**config.mk**
```make
export PLATFORM = sky130hd
export DESIGN_NAME = dlct_timers
export DESIGN_NICKNAME = d
export VERILOG_FILES = /design/src/logic/dlct_pkg.sv /design/src/logic/dlct_timers.sv /design/src/logic/dlct_sync.sv /design/src/logic/dlct_presc.sv
export VERILOG_INCLUDE_DIRS = /design/src /design/src/logic
export SDC_FILE = /design/constraint.sdc
export NUM_CORES = 1
export LEC_CHECK = 0
export ABC_AREA = 1
export BUFFER_PORTS_ARGS = -buffer_cell sky130_fd_sc_hd__buf_2
export CAP_MARGIN = 20
export CORE_ASPECT_RATIO = 1.25
export CORE_MARGIN = 2
export CORE_UTILIZATION = 45
export CTS_CLUSTER_DIAMETER = 200
export CTS_CLUSTER_SIZE = 25
export DETAILED_ROUTE_END_ITERATION = 8
export SLEW_MARGIN = 0
export SYNTH_ARGS = -nofsm -noshare
export SYNTH_HDL_FRONTEND = slang
export SYNTH_HIERARCHICAL = 1
export SYNTH_SLANG_ARGS = --single-unit
```
**constraint.sdc**
```tcl
create_clock -name sys_clk -period 2.47 [get_ports sys_clk]
set_clock_uncertainty 0.15 [all_clocks]
set_input_delay 0.494 -clock sys_clk [delete_from_list [all_inputs] [get_ports sys_clk]]
set_output_delay 0.494 -clock sys_clk [all_outputs]
set_load 0.02 [all_outputs]
```
**src/logic/dlct_defines.svh**
```systemverilog
// Register offsets, field positions, reset values and divide ratios of the counter/timer pair
`ifndef DLCT_DEFINES_SVH
`define DLCT_DEFINES_SVH

// ==========================================================================
// Register offsets
`define DLCT_OFS_CTRL 8'h88
`define DLCT_OFS_MODE 8'h89
`define DLCT_OFS_A_LOW 8'h8A
`define DLCT_OFS_B_LOW 8'h8B
`define DLCT_OFS_A_HIGH 8'h8C
`define DLCT_OFS_B_HIGH 8'h8D
`define DLCT_OFS_CLKSEL 8'h8E
`define DLCT_OFS_IRQCFG 8'h90
`define DLCT_OFS_AUXCTL 8'h91

// ==========================================================================
// Field positions
`define DLCT_CTRL_TF_B 7
`define DLCT_CTRL_RUN_B 6
`define DLCT_CTRL_TF_A 5
`define DLCT_CTRL_RUN_A 4
`define DLCT_MODE_GATE_B 7
`define DLCT_MODE_CT_B 6
`define DLCT_MODE_GATE_A 3
`define DLCT_MODE_CT_A 2
`define DLCT_CLK_AUXB_HI 7
`define DLCT_CLK_AUXB_LO 6
`define DLCT_CLK_AUXA_HI 5
`define DLCT_CLK_AUXA_LO 4
`define DLCT_CLK_SYS_B 3
`define DLCT_CLK_SYS_A 2
`define DLCT_IRQCFG_POL_A 0
`define DLCT_IRQCFG_POL_B 1
`define DLCT_AUX_A_XCLK 0
`define DLCT_AUX_B_XCLK 1
`define DLCT_AUX_A_SPLIT 2
`define DLCT_AUX_B_SPLIT 3

// ==========================================================================
// Reset values and divide ratios
`define DLCT_RST_BYTE 8'h00
`define DLCT_DIV_LONG 6'h30
`define DLCT_DIV_MID 6'h0C
`define DLCT_DIV_SHORT 6'h04
`define DLCT_DIV_EXT 3'h0
`define DLCT_SYNC_W 5

`endif

```
**src/logic/dlct_pkg.sv**
```systemverilog
// Types shared by the counter/timer pair and its helpers
package dlct_pkg;

    // ======================================================================
    // Timer modes
    typedef enum logic [1:0] {
        DLCT_M13 = 2'h0,
        DLCT_M16 = 2'h1,
        DLCT_M8R = 2'h2,
        DLCT_MSPLIT = 2'h3
    } dlct_mode_e;

    // ======================================================================
    // State records
    typedef struct packed {
        logic [4:0] s1;
        logic [4:0] s2;
        logic [4:0] s3;
        logic [4:0] lvl;
    } dlct_sync_s;

    typedef struct packed {
        logic [5:0] cnt;
        logic [2:0] ext_cnt;
    } dlct_presc_s;

    typedef struct packed {
        logic [7:0] ctrl;
        logic [7:0] mode;
        logic [7:0] a_low;
        logic [7:0] a_high;
        logic [7:0] b_low;
        logic [7:0] b_high;
        logic [7:0] clksel;
        logic [1:0] irqcfg;
        logic [3:0] auxctl;
        logic [7:0] rdata;
        logic b_ovf;
    } dlct_core_s;

endpackage

```
**src/logic/dlct_timers.sv**
```systemverilog
// Dual counter/timer with shared prescaler and auxiliary clock selection
// ==========================================================================
// Summary of operation
// - Prescale codes give sysclk /12, /4, /48
// - Code three uses synchronised external clock /8
// - Timer B sysclk select, ignored when counting
// - Timer A sysclk select, ignored when counting
// - Aux low-byte select: sysclk or own source
// - Aux high-byte select applies in split mode
// - Counter mode counts falling pin edges
// - Runs only with run and open gate, except B and A high in split mode
// - Setting run keeps the count untouched
// - Mode 0 is thirteen-bit high/low-five count
// - Thirteen-bit rollover sets the overflow flag
// - Mode 1 is the full sixteen-bit count
// - Mode 2 reloads low from high
// - Split mode: A low is own timer
// - Split mode: A high uses B run, flag
// - Split mode: B no external clock, flag
// - Split mode: B runs unless mode three
// - Timer B gate uses pin B polarity
// - Each timer has its own settings
// - Mode codes, code three split or idle
// - Flag clears on vector ack or write
//
// Chosen here: the address-and-strobe port.
`timescale 1ns/1ns
`include "dlct_defines.svh"
module dlct_timers (
    // Clock and reset
    input logic sys_clk,
    input logic reset_n,
    // Register port
    input logic [7:0] reg_addr,
    input logic [7:0] reg_wdata,
    input logic reg_wr,
    input logic reg_rd,
    output logic [7:0] reg_rdata,
    // External pins
    input logic timer_a_count_pin,
    input logic timer_b_count_pin,
    input logic ext_irq_pin_a,
    input logic ext_irq_pin_b,
    input logic ext_clock_pin,
    // Interrupt controller side
    input logic timer_a_irq_enable,
    input logic timer_b_irq_enable,
    input logic timer_a_irq_ack,
    input logic timer_b_irq_ack,
    output logic timer_a_irq_req,
    output logic timer_b_irq_req,
    // Consumers of timer B overflow
    output logic timer_b_overflow_pulse,
    // Auxiliary timer time bases
    output logic aux_timer_a_low_tick,
    output logic aux_timer_a_high_tick,
    output logic aux_timer_b_low_tick,
    output logic aux_timer_b_high_tick
);
    dlct_pkg::dlct_core_s state_ff;
    dlct_pkg::dlct_core_s nxt_state;
    logic [`DLCT_SYNC_W-1:0] pin_lvl;
    logic [`DLCT_SYNC_W-1:0] pin_fall;
    logic presc_tick;
    logic div12_tick;
    logic ext8_tick;
    dlct_pkg::dlct_mode_e mode_a;
    dlct_pkg::dlct_mode_e mode_b;
    logic a_split;
    logic gate_open_a;
    logic gate_open_b;
    logic run_a;
    logic run_b;
    logic tick_a;
    logic tick_b;
    logic tick_ah;
    logic [16:0] adv_a;
    logic [16:0] adv_b;
    logic [8:0] adv_ah;
    logic ovf_a;
    logic ovf_b;
    logic ovf_ah;
    logic set_tf_a;
    logic set_tf_b;
    logic wr_ctrl;

    // ======================================================================
    // Pin synchronisers and prescaler
    // Bits: 0 count A, 1 count B, 2 irq A, 3 irq B, 4 external clock
    dlct_sync u_sync (
        .sys_clk(sys_clk),
        .reset_n(reset_n),
        .pin_in({ext_clock_pin, ext_irq_pin_b, ext_irq_pin_a,
                 timer_b_count_pin, timer_a_count_pin}),
        .level(pin_lvl),
        .fall(pin_fall)
    );

    dlct_presc u_presc (
        .sys_clk(sys_clk),
        .reset_n(reset_n),
        .code(state_ff.clksel[1:0]),
        .ext_edge(pin_fall[4]),
        .presc_tick(presc_tick),
        .div12_tick(div12_tick),
        .ext8_tick(ext8_tick)
    );

    // ======================================================================
    // Count advance for one timer: returns {overflow, high, low}
    function automatic logic [16:0] advance(input logic [1:0] md,
                                            input logic [7:0] lo,
                                            input logic [7:0] hi);
        logic [13:0] v13;
        logic [16:0] v16;
        logic [8:0] v8;
        v13 = {1'b0, hi, lo[4:0]} + 14'h0001;
        v16 = {1'b0, hi, lo} + 17'h00001;
        v8 = {1'b0, lo} + 9'h001;
        unique case (md)
            2'h0: advance = {v13[13], v13[12:5], lo[7:5], v13[4:0]};
            2'h1: advance = v16;
            2'h2: advance = {v8[8], hi, v8[8] ? hi : v8[7:0]};
            default: advance = {v8[8], hi, v8[7:0]};
        endcase
    endfunction

    // ======================================================================
    // Clocking and gating
    always_comb begin
        mode_a = dlct_pkg::dlct_mode_e'(state_ff.mode[1:0]);
        mode_b = dlct_pkg::dlct_mode_e'(state_ff.mode[5:4]);
        a_split = mode_a == dlct_pkg::DLCT_MSPLIT;
        // Gate pins are active at the level set by their polarity bit
        gate_open_a = !state_ff.mode[`DLCT_MODE_GATE_A] ||
                      (pin_lvl[2] == state_ff.irqcfg[`DLCT_IRQCFG_POL_A]);
        gate_open_b = !state_ff.mode[`DLCT_MODE_GATE_B] ||
                      (pin_lvl[3] == state_ff.irqcfg[`DLCT_IRQCFG_POL_B]);
        run_a = state_ff.ctrl[`DLCT_CTRL_RUN_A] && gate_open_a;
        if (a_split) begin
            run_b = mode_b != dlct_pkg::DLCT_MSPLIT;
        end else begin
            run_b = state_ff.ctrl[`DLCT_CTRL_RUN_B] && gate_open_b &&
                    (mode_b != dlct_pkg::DLCT_MSPLIT);
        end
        if (state_ff.mode[`DLCT_MODE_CT_A]) begin
            tick_a = pin_fall[0];
        end else begin
            tick_a = state_ff.clksel[`DLCT_CLK_SYS_A] | presc_tick;
        end
        // Timer B loses its external clock while A is split
        if (state_ff.mode[`DLCT_MODE_CT_B] && !a_split) begin
            tick_b = pin_fall[1];
        end else begin
            tick_b = state_ff.clksel[`DLCT_CLK_SYS_B] | presc_tick;
        end
        tick_ah = state_ff.clksel[`DLCT_CLK_SYS_A] | presc_tick;
    end

    // ======================================================================
    // Next state
    always_comb begin
        nxt_state = state_ff;
        adv_a = advance(state_ff.mode[1:0], state_ff.a_low, state_ff.a_high);
        adv_b = advance(state_ff.mode[5:4], state_ff.b_low, state_ff.b_high);
        adv_ah = {1'b0, state_ff.a_high} + 9'h001;
        ovf_a = run_a && tick_a && adv_a[16];
        ovf_b = run_b && tick_b && adv_b[16];
        ovf_ah = a_split && state_ff.ctrl[`DLCT_CTRL_RUN_B] && tick_ah && adv_ah[8];
        set_tf_a = ovf_a;
        set_tf_b = a_split ? ovf_ah : ovf_b;
        wr_ctrl = reg_wr && (reg_addr == `DLCT_OFS_CTRL);
        // One increment per tick; count bytes change only on clock edges
        if (run_a && tick_a) begin
            nxt_state.a_low = adv_a[7:0];
            nxt_state.a_high = adv_a[15:8];
        end
        if (a_split && state_ff.ctrl[`DLCT_CTRL_RUN_B] && tick_ah) begin
            nxt_state.a_high = adv_ah[7:0];
        end
        if (run_b && tick_b) begin
            nxt_state.b_low = adv_b[7:0];
            nxt_state.b_high = adv_b[15:8];
        end
        nxt_state.b_ovf = ovf_b;
        // A software write to a count byte wins over counting in that cycle
        if (reg_wr) begin
            unique case (reg_addr)
                `DLCT_OFS_CTRL: nxt_state.ctrl = reg_wdata;
                `DLCT_OFS_MODE: nxt_state.mode = reg_wdata;
                `DLCT_OFS_A_LOW: nxt_state.a_low = reg_wdata;
                `DLCT_OFS_B_LOW: nxt_state.b_low = reg_wdata;
                `DLCT_OFS_A_HIGH: nxt_state.a_high = reg_wdata;
                `DLCT_OFS_B_HIGH: nxt_state.b_high = reg_wdata;
                `DLCT_OFS_CLKSEL: nxt_state.clksel = reg_wdata;
                `DLCT_OFS_IRQCFG: nxt_state.irqcfg = reg_wdata[1:0];
                `DLCT_OFS_AUXCTL: nxt_state.auxctl = reg_wdata[3:0];
                default: ;
            endcase
        end
        // Hardware set wins over a vector ack or software clear
        nxt_state.ctrl[`DLCT_CTRL_TF_A] = set_tf_a ||
            (nxt_state.ctrl[`DLCT_CTRL_TF_A] && !timer_a_irq_ack);
        nxt_state.ctrl[`DLCT_CTRL_TF_B] = set_tf_b ||
            (nxt_state.ctrl[`DLCT_CTRL_TF_B] && !timer_b_irq_ack);
        // Read data stand for one cycle only; unmapped reads give zero
        nxt_state.rdata = `DLCT_RST_BYTE;
        if (reg_rd) begin
            unique case (reg_addr)
                `DLCT_OFS_CTRL: nxt_state.rdata = state_ff.ctrl;
                `DLCT_OFS_MODE: nxt_state.rdata = state_ff.mode;
                `DLCT_OFS_A_LOW: nxt_state.rdata = state_ff.a_low;
                `DLCT_OFS_B_LOW: nxt_state.rdata = state_ff.b_low;
                `DLCT_OFS_A_HIGH: nxt_state.rdata = state_ff.a_high;
                `DLCT_OFS_B_HIGH: nxt_state.rdata = state_ff.b_high;
                `DLCT_OFS_CLKSEL: nxt_state.rdata = state_ff.clksel;
                `DLCT_OFS_IRQCFG: nxt_state.rdata = {6'h00, state_ff.irqcfg};
                `DLCT_OFS_AUXCTL: nxt_state.rdata = {4'h0, state_ff.auxctl};
                default: nxt_state.rdata = `DLCT_RST_BYTE;
            endcase
        end
    end

    always_ff @(posedge sys_clk or negedge reset_n) begin
        if (!reset_n) begin
            state_ff <= '0;
        end else begin
            state_ff <= nxt_state;
        end
    end

    // ======================================================================
    // Outputs
    assign reg_rdata = state_ff.rdata;
    assign timer_a_irq_req = state_ff.ctrl[`DLCT_CTRL_TF_A] && timer_a_irq_enable;
    assign timer_b_irq_req = state_ff.ctrl[`DLCT_CTRL_TF_B] && timer_b_irq_enable;
    assign timer_b_overflow_pulse = state_ff.b_ovf;

    // Auxiliary sources: external choice is the external clock /8, else sysclk /12
    always_comb begin
        aux_timer_a_low_tick = state_ff.clksel[`DLCT_CLK_AUXA_LO] ||
            (state_ff.auxctl[`DLCT_AUX_A_XCLK] ? ext8_tick : div12_tick);
        aux_timer_b_low_tick = state_ff.clksel[`DLCT_CLK_AUXB_LO] ||
            (state_ff.auxctl[`DLCT_AUX_B_XCLK] ? ext8_tick : div12_tick);
        aux_timer_a_high_tick = aux_timer_a_low_tick;
        aux_timer_b_high_tick = aux_timer_b_low_tick;
        if (state_ff.auxctl[`DLCT_AUX_A_SPLIT]) begin
            aux_timer_a_high_tick = state_ff.clksel[`DLCT_CLK_AUXA_HI] ||
                (state_ff.auxctl[`DLCT_AUX_A_XCLK] ? ext8_tick : div12_tick);
        end
        if (state_ff.auxctl[`DLCT_AUX_B_SPLIT]) begin
            aux_timer_b_high_tick = state_ff.clksel[`DLCT_CLK_AUXB_HI] ||
                (state_ff.auxctl[`DLCT_AUX_B_XCLK] ? ext8_tick : div12_tick);
        end
    end

    // ======================================================================
    // Assertions
    logic wr_a_cnt;
    assign wr_a_cnt = reg_wr && (reg_addr == `DLCT_OFS_A_LOW || reg_addr == `DLCT_OFS_A_HIGH);
    logic wr_b_cnt;
    assign wr_b_cnt = reg_wr &&
        (reg_addr == `DLCT_OFS_B_LOW || reg_addr == `DLCT_OFS_B_HIGH);
endmodule

```
**src/logic/dlct_sync.sv**
```systemverilog
// Three-stage input synchroniser with agreement filter and falling-edge pulse
`timescale 1ns/1ns
`include "dlct_defines.svh"
module dlct_sync (
    // Clock and reset
    input logic sys_clk,
    input logic reset_n,
    // Pins
    input logic [`DLCT_SYNC_W-1:0] pin_in,
    // Filtered view
    output logic [`DLCT_SYNC_W-1:0] level,
    output logic [`DLCT_SYNC_W-1:0] fall
);
    dlct_pkg::dlct_sync_s state_ff;
    dlct_pkg::dlct_sync_s nxt_state;

    // ======================================================================
    // Filter
    always_comb begin
        nxt_state = state_ff;
        nxt_state.s1 = pin_in;
        nxt_state.s2 = state_ff.s1;
        nxt_state.s3 = state_ff.s2;
        // A change is taken only once the second and third stages agree
        nxt_state.lvl = (state_ff.s2 & state_ff.s3) |
                        (state_ff.lvl & (state_ff.s2 | state_ff.s3));
    end

    always_ff @(posedge sys_clk or negedge reset_n) begin
        if (!reset_n) begin
            state_ff <= '0;
        end else begin
            state_ff <= nxt_state;
        end
    end

    assign level = state_ff.lvl;
    assign fall = state_ff.lvl & ~nxt_state.lvl;
endmodule

```
**src/logic/dlct_presc.sv**
```systemverilog
// Shared prescaler: sysclk /12, /4, /48 and external clock /8
`timescale 1ns/1ns
`include "dlct_defines.svh"
module dlct_presc (
    // Clock and reset
    input logic sys_clk,
    input logic reset_n,
    // Control
    input logic [1:0] code,
    input logic ext_edge,
    // Ticks
    output logic presc_tick,
    output logic div12_tick,
    output logic ext8_tick
);
    dlct_pkg::dlct_presc_s state_ff;
    dlct_pkg::dlct_presc_s nxt_state;
    logic t4;
    logic t48;

    // ======================================================================
    // Dividers
    always_comb begin
        nxt_state = state_ff;
        nxt_state.cnt = (state_ff.cnt == `DLCT_DIV_LONG - 6'h01) ? 6'h00 : state_ff.cnt + 6'h01;
        if (ext_edge) begin
            nxt_state.ext_cnt = state_ff.ext_cnt + 3'h1;
        end
    end

    always_ff @(posedge sys_clk or negedge reset_n) begin
        if (!reset_n) begin
            state_ff <= '0;
        end else begin
            state_ff <= nxt_state;
        end
    end

    // One counter serves all three sysclk ratios, so a code change never waits a full long period
    assign t4 = state_ff.cnt[1:0] == 2'(`DLCT_DIV_SHORT - 6'h01);
    assign div12_tick = (state_ff.cnt % `DLCT_DIV_MID) == `DLCT_DIV_MID - 6'h01;
    assign t48 = state_ff.cnt == `DLCT_DIV_LONG - 6'h01;
    assign ext8_tick = ext_edge && (state_ff.ext_cnt == `DLCT_DIV_EXT - 3'h1);

    always_comb begin
        unique case (code)
            2'h0: presc_tick = div12_tick;
            2'h1: presc_tick = t4;
            2'h2: presc_tick = t48;
            default: presc_tick = ext8_tick;
        endcase
    end
endmodule

```
# After elaboration in Yosys (flattened, before gate mapping)
# Index checks and enable logic that the tools add are counted.
# op_classes
add_sub_neg,9
n_div,1
n_eq_ne,23
n_mux,29
bitwise,8
reduce_logical,37
# op_table
cell,n
17-bit case mux with 3 select lines,2
8-bit two-way mux,11
8-bit == test (second input constant),9
8-bit case mux with 9 select lines,1
62-bit two-way mux,1
16-bit by 1-bit adder with 17-bit output (second input constant),2
16-bit two-way mux,2
13-bit by 1-bit adder with 14-bit output (second input constant),2
8-bit by 1-bit adder with 9-bit output (second input constant),3
1-bit logical AND,16
5-bit AND,3
2-bit == test (second input constant),5
5-bit OR,2
2-bit AND reduction,5
1-bit logical OR,8
1-bit two-way mux,8
6-bit by 1-bit adder with 6-bit output (second input constant),1
2-bit by 1-bit == test with 1-bit output (second input constant),3
6-bit by 4-bit == test with 1-bit output (second input constant),1
6-bit == test (second input constant),1
2-bit logical NOT,3
6-bit by 4-bit modulo with 6-bit output (second input constant),1
6-bit two-way mux,1
1-bit logical NOT,5
other kinds (9),11
# word_totals
reg_bits,100
word_cells,125

# Longest topological paths before layout
# Gate-level depths: netlist of the first run.
# logic_depth
ltp_word,16
mapped_depth,17
mapped_depth_nobuf,16

# Hierarchy
# The synthesis of the first run kept the hierarchy.
# modules_own_cells
module,instances,cells_per_inst,area_each_um2,seq_area_each_um2
dlct_timers,1,798,5180.0,1776.7
dlct_sync,1,50,654.4,500.5
dlct_presc,1,61,529.3,225.2

# Worst setup path after synthesis of the first run
# No wires, ideal clock.
# synth_timing
path_kind,register to register
start,reg u_sync.state_ff (netlist bit u_sync/nxt_state[9])
end,reg state_ff[41] (netlist name)
t_arrival_ns,2.006
setup_slack_ns,0.191
path_stages_with_launch,16
path_buffers,1
period_less_slack_ns,2.279
cell_sequence,dfrtp_1 -> nor3b_1 -> nand2_1 -> inv_1 -> nand3_1 -> nand3_2 -> nor2_1 -> nand2_1 -> nand2_1 -> nor2_1 -> buf_2 -> nand4_1 -> nand2_1 -> nand2_1 -> nand2_1 -> a21oi_1
# synth_lines
item,line,rtl
"start, declared",dlct_sync.sv:14,dlct_pkg::dlct_sync_s state_ff;
"start signal, assigned",dlct_sync.sv:33,state_ff <= nxt_state;

# Worst setup path in the final report of the first run
# layout_timing
start,reg u_presc/state_ff[0] in the netlist's numbering
end,out aux_timer_b_low_tick
# layout_between
elab_chain_cells,4
# layout_rtl
item,line,rtl
"start, declared",dlct_presc.sv:16,dlct_pkg::dlct_presc_s state_ff;
"start signal, assigned",dlct_presc.sv:35,state_ff <= nxt_state;
3-bit == test,dlct_presc.sv:43,assign ext8_tick = ext_edge && (state_ff.ext_cnt == `DLCT_DIV_EXT - 3'h1);
1-bit logical AND,dlct_presc.sv:43,
net ext8_tick,dlct_timers.sv:66,logic ext8_tick;
1-bit two-way mux,dlct_timers.sv:244,(state_ff.auxctl[`DLCT_AUX_B_XCLK] ? ext8_tick : div12_tick);
1-bit logical OR,dlct_timers.sv:243,aux_timer_b_low_tick = state_ff.clksel[`DLCT_CLK_AUXB_LO] ||
"end, declared",dlct_timers.sv:57,"output logic aux_timer_b_low_tick,"
# The timed path passes the listed nets, and every way through them passes these cells.

==> results by group, run 1 <==
Cells and area
  • Fraction of layout cells with a size suffix above 1: 13.4%
  • Most common cell after layout, fill and taps aside: nand2_1
  • Synthesis-to-finish area growth: 13.3%
  • Total Nets Final: 995
  • Ant diodes: 0
  • Final instance area: 7170 um^2
  • Commonest non-fill, non-tap cells in the layout: nand2_1, inv_1, nor2_1

Timing
  • Final setup viols: 0
  • Worst slew margin: 64.0%
  • Fin crit period: 2.35 ns
  • Period utilization: 95.0%
  • F_max: 0.426 GHz
  • Tightest Pin Transition: 0.540 ns
  • Final Hold Fails: 0
  • Slew Viols, Final: 0

Power and ir drop
  • Clock network power share: 36.0%
  • Sw frac: 32.2%
  • Net Sw Power: 0.00137 W
  • Pwr Density: 594 nW/um^2
  • Lkg Pwr: 3.60 nW
  • Internal: 0.00289 W
  • Combinational Power Share: 18.2%
  • Design Power: 0.00426 W
  • Worst ir drop on vdd: 0.345 mV
  • Seq pwr share: 45.8%

Setup path
  • Worst path slowest cell: dfrtp_1
  • FF-to-FF setup slack: 0.17 ns
  • CP peak stage delay: 0.40 ns
  • Crit. End Element: output port
  • Startpoint types: register
  • CP Class: register to output port
  • Worst path arrival time: 1.70 ns
  • Critical path, cell by cell: ha_2 -> ha_1 -> nand2_1 -> inv_1 -> inv_1 -> nand2_1 -> o21ai_0 -> nand2_1 -> buf_2
  • Worst EP required: 1.83 ns
  • CP dominant cell by count: nand2_1
  • Crit-path max FO: 2

Clocking
  • H-tree depth: 3
  • Root Driver: clkbuf_16
  • Max Buffers Root-to-Sink: 2
  • TritonCTS clock tree: yes
  • Num CTS Buffers: 9
  • Setup repair bufs after CTS: 0
  • Clk sink count: 100
  • Clock-pin slew on the worst setup and hold paths: 0.07 ns
  • Worst skew pair latency: 0.37 ns

Floorplanning
  • Die Ht: 137 um
  • Row count: 48
  • Die area: 15000 um^2
  • Starting density of the core: 46.0%
  • Core area: 13800 um^2
  • Chip Width: 110 um
  • Io pins: 44

Global routing
  • Initial antenna violation count: 0
  • Congestion Overflow GR: 0
  • First-pass GRT wire length: 31.3 mm
  • Number of global-route vias before repair: 5732
  • Largest net degree at the start of global routing: 45
  • Gr usage total: 28.0%

Route
  • Vias: 6268
  • DRC: 0
  • Routed wire per std cell: 17.6 um
  • DR iter-0 viols: 490
  • Final WL: 20.0 mm
  • Post-route ant nets: 0
  • Drt first pass iters: 5
  • Post-DR vias/cell: 5.50

Synthesis
  • YS warnings: 6
  • Instance count of the mapped netlist: 904
  • Post-Syn Area: 6330 um^2
  • Synth Area per Inst: 7.00 um^2
  • Syn Nets: 940

Job
  • Total of max-cap violations: 0

Hold path
  • Worst hold path class: input port to register

Placed design
  • Post-DP HPWL: 15.3 mm
  • PortBufs: 43
  • GP Congestion: 0.983
  • Dpl cell area: 6810 um^2

Run status
  • Status: finished, final reports clean
sequential cells by signal, summed over array words and instances (netlist names):
name / flops
u_sync/nxt_state: 10
mode_b: 2
u_presc/state_ff: 9
u_sync/level: 5
state_ff: 58
reg_rdata: 8
timer_b_overflow_pulse: 1
u_sync/state_ff: 5
mode_a: 2
area by class of cell:
cell class	instances	area [um^2]
multi-input combinational	640	3160
clock buffer	10	239
tap	175	219
sequential	100	2500
clock inverter	6	78.8
timing repair buffer	69	447
inverter	139	523
fill	1378	6580
routing by layer:
layer,wire (um),GRT usage [%],vias up
met2,9210,43.9,257
met4,960,14.6,0
met5,0,0,-
li1,-,-,3051
met3,1280,2.62,50
met1,8600,38.4,2910
metrics by stage:
step           instances  hold WS [ns]  util [%]  TNS [ns]  setup WS, ns
6_report            1139        0.0791      52.1         0         0.124
5_1_grt             1139        0.0721      52.1   -0.0387       -0.0174
4_1_cts             1139        0.0732      51.9         0        0.0292
3_5_place_dp        1122         0.185      49.5         0        0.0983
3_3_place_gp        1122         0.182      49.5         0         0.133
2_1_floorplan        904        0.0484         -         0         0.191
critical path, delay by kind of cell, from the launching register on:
| kind | cells | cell delay [ns] |
|---|---|---|
| adders and majority gates | 2 | 0.36 |
| buffers and inverters | 3 | 0.27 |
| DFF | 1 | 0.40 |
| AOI/OAI and AO/OA | 1 | 0.10 |
| and+or+nand+nor | 3 | 0.20 |
worst paths after layout:
kind,endpoint,start,cells past startpoint
worst max register to register,state_ff[46],u_presc/state_ff[4],17
max in group asynchronous,reg_rdata[5],reset_n,3
worst max-delay path,aux_timer_b_low_tick,u_presc/state_ff[0],9
min in group asynchronous,u_sync/nxt_state[12],reset_n,2
worst min register to register,u_sync/nxt_state[8],u_sync/nxt_state[13],0
worst min-delay path,u_sync/nxt_state[10],timer_a_count_pin,1
repair_timing:
action / CTS / global route
hold endpoints to repair: 37 / 0
resized for setup: 1 / 11
setup endpoints to repair: 2 / 26
hold buffers: 1 / 0
power by group through the flow:
stage,registers [W],clock network [W],logic [W]
final,0.00195,0.00153,0.000777
after global routing,0.00197,0.00163,0.000881
after CTS,0.00194,0.00156,0.000768
after detailed placement,0.00197,0,0.000761
after global placement,0.00197,0,0.000749
after floorplan,0.00190,0,0.000552
(Power assumes the default switching activity.)
==> inputs of run 2 (changes only) <==
--- a/config.mk
+++ b/config.mk
@@ -15,6 +15,7 @@
 export CTS_CLUSTER_DIAMETER = 200
 export CTS_CLUSTER_SIZE = 25
 export DETAILED_ROUTE_END_ITERATION = 8
+export HOLD_SLACK_MARGIN = 0.15
 export SLEW_MARGIN = 0
 export SYNTH_ARGS = -nofsm -noshare
 export SYNTH_HDL_FRONTEND = slang
==> run 2 against run 1 <==
  * Maximum frequency about the same
  * Design area up 0.70%
  * Register-to-register slack about the same
  * Utilization up 0.36 points
  * Highest routed layer unchanged
  * Flip-flop and latch count unchanged
  * Critical path depth unchanged
  * Critical endpoint unchanged
  * Routed wire length about the same
  * Hold slack better by 0.12 ns
  * Die area unchanged
  * Largest power group unchanged
  * Sequential share of layout area down 0.24 points
==> results by group, run 2 (synthesized netlist as in run 1, its figures left out) <==
Setup path
  • RR Endpoint: state_ff[46]
  • Startpoint types: register
  • Crit. End Element: output port
  • Reg2reg path depth: 17 (unchanged)
  • Worst path arrival time: 1.70 ns (about the same)
  • Worst EP required: 1.83 ns (about the same)
  • Crit-path max FO: 2 (unchanged)
  • Reg-to-reg startpoint: u_presc/state_ff[4]
  • FF-to-FF setup slack: 0.18 ns (about the same)
  • CP Class: register to output port

Cells and area
  • Most common cell after layout, fill and taps aside: nand2_1
  • FF/Latch Area: 2500 um^2 (unchanged)
  • Reg with most FFs: state_ff
  • Fraction of layout cells with a size suffix above 1: 13.3% (-0.069 points)
  • Commonest non-fill, non-tap cells in the layout: nand2_1, inv_1, nor2_1
  • Ant diodes: 0 (unchanged)
  • Total Nets Final: 1000 (+0.50%)
  • Synthesis-to-finish area growth: 14.1%
  • Final instance area: 7220 um^2 (+0.70%)
  • Max reg flops: 58 (unchanged)
  • Multi-input logic area: 3160 um^2 (unchanged)
  • Filler cells: 1376 (-0.15%)

Floorplanning
  • Io pins: 44 (unchanged)
  • Row count: 48 (unchanged)
  • Starting density of the core: 46.0% (unchanged)
  • Die Ht: 137 um (unchanged)
  • Chip Width: 110 um (unchanged)
  • Die area: 15000 um^2 (unchanged)
  • Core area: 13800 um^2 (unchanged)

Timing
  • Worst slew margin: 63.9% (-0.11 points)
  • Tightest Pin Transition: 0.542 ns (+0.00171 ns)
  • Final setup viols: 0 (unchanged)
  • Fin crit period: 2.34 ns (-0.00149 ns)
  • Final Hold Fails: 0 (unchanged)
  • F_max: 0.426 GHz (about the same)
  • Period utilization: 94.9% (about the same)
  • Slew Viols, Final: 0 (unchanged)

Route
  • DR iter-0 viols: 448 (-8.6%)
  • Drt first pass iters: 5 (unchanged)
  • Final WL: 20.0 mm (about the same)
  • Vias: 6308 (+0.64%)
  • Post-DR vias/cell: 5.51 (+0.20%)
  • DRC: 0 (unchanged)
  • Routed wire per std cell: 17.5 um (-0.51%)
  • Post-route ant nets: 0 (unchanged)

Global routing
  • First-pass GRT wire length: 31.3 mm (+0.15%)
  • Gr usage total: 28.1% (+0.030 points)
  • Initial antenna violation count: 0 (unchanged)
  • Congestion Overflow GR: 0 (unchanged)
  • Number of global-route vias before repair: 5759 (+0.47%)
  • Largest net degree at the start of global routing: 45 (unchanged)

Power and ir drop
  • Pwr Density: 590 nW/um^2 (-0.68%)
  • Lkg Pwr: 3.62 nW (+0.58%)
  • Design Power: 0.00426 W (about the same)
  • Worst ir drop on vdd: 0.344 mV (-0.20%)

Clocking
  • Clock-pin slew on the worst setup and hold paths: 0.07 ns (about the same)
  • TritonCTS clock tree: yes
  • Max Buffers Root-to-Sink: 2 (unchanged)
  • Clk sink count: 100 (unchanged)
  • Num CTS Buffers: 9 (unchanged)
  • Worst skew pair latency: 0.36 ns (about the same)
  • Setup repair bufs after CTS: 0 (unchanged)
  • Root Driver: clkbuf_16
  • H-tree depth: 3 (unchanged)

Placed design
  • Dpl cell area: 6810 um^2 (unchanged)
  • Post-DP HPWL: 15.3 mm (unchanged)
  • PortBufs: 43 (unchanged)
  • GP Congestion: 0.983 (unchanged)

Hold path
  • Worst hold path class: register to register
  • Hold depth: 0 (-1)
  • Worst Hold End: u_sync/nxt_state[8]
  • Worst Hold Launch: u_sync/nxt_state[13]

Run status
  • Status: finished, final reports clean

Job
  • Total of max-cap violations: 0 (unchanged)
run 2: layer usage:
metal	part of all wire [%]	vias up	global-route usage (%)
met5	0	-	0
met4	4.7	0	14.6
met3	6.7	49	2.62
met2	46	267	44.1
met1	43	2925	38.3
li1	-	3067	-
run 2: worst max path at each step:
stage                                    from                    end  slack, ns
after detailed placement  u_presc/state_ff[4]           state_ff[43]        0.1
after floorplan           u_sync/nxt_state[9]           state_ff[41]       0.19
after CTS                 u_presc/state_ff[0]  aux_timer_a_high_tick       0.03
after global routing      u_presc/state_ff[4]           state_ff[37]      -0.02
after global placement    u_presc/state_ff[4]           state_ff[43]       0.13
final                     u_presc/state_ff[0]   aux_timer_b_low_tick       0.13
run 2: stage by stage:
| stage | std cells | TNS [ns] | utilization, % | setup slack, ns | hold slack, ns |
|---|---|---|---|---|---|
| after floorplan | 904 | 0 | - | 0.191 | 0.0484 |
| after global placement | 1122 | 0 | 49.5 | 0.133 | 0.182 |
| after detailed placement | 1122 | 0 | 49.5 | 0.0983 | 0.185 |
| after CTS | 1144 | 0 | 52.3 | 0.0292 | 0.202 |
| after global routing | 1144 | -0.0387 | 52.5 | -0.0174 | 0.206 |
| final | 1144 | 0 | 52.5 | 0.125 | 0.201 |
run 2: where the power goes:
group          internal (W)  switching [W]  leakage [nW]  total, W
clock network      0.000837       0.000689         0.158   0.00153
logic              0.000280       0.000504          2.25  0.000785
registers           0.00178       0.000173          1.21   0.00195
run 2: what timing repair did:
| item | in CTS | in global routing |
|---|---|---|
| gates resized for setup | 1 | 11 |
| pin swaps | 0 | 0 |
| endpoints found under the setup margin | 2 | 26 |
| hold buffers | 6 | 0 |
| endpoints found under the hold margin | 42 | 0 |
run 2: worst max-delay path, cell delays in order (launching register included):
cell,delay (ns)
dfrtp_1,0.40
ha_2,0.19
ha_1,0.17
nand2_1,0.06
inv_1,0.04
inv_1,0.07
nand2_1,0.05
o21ai_0,0.10
nand2_1,0.09
buf_2,0.16
run 2: area by class of cell:
class                           instances  area share (%)
Multi-Input combinational cell        640            43.8
Inverter                              139            7.24
Tap cell                              175            3.03
Clock inverter                          6            1.09
Timing Repair Buffer                   74            6.88
Clock buffer                           10            3.31
Sequential cell                       100            34.7
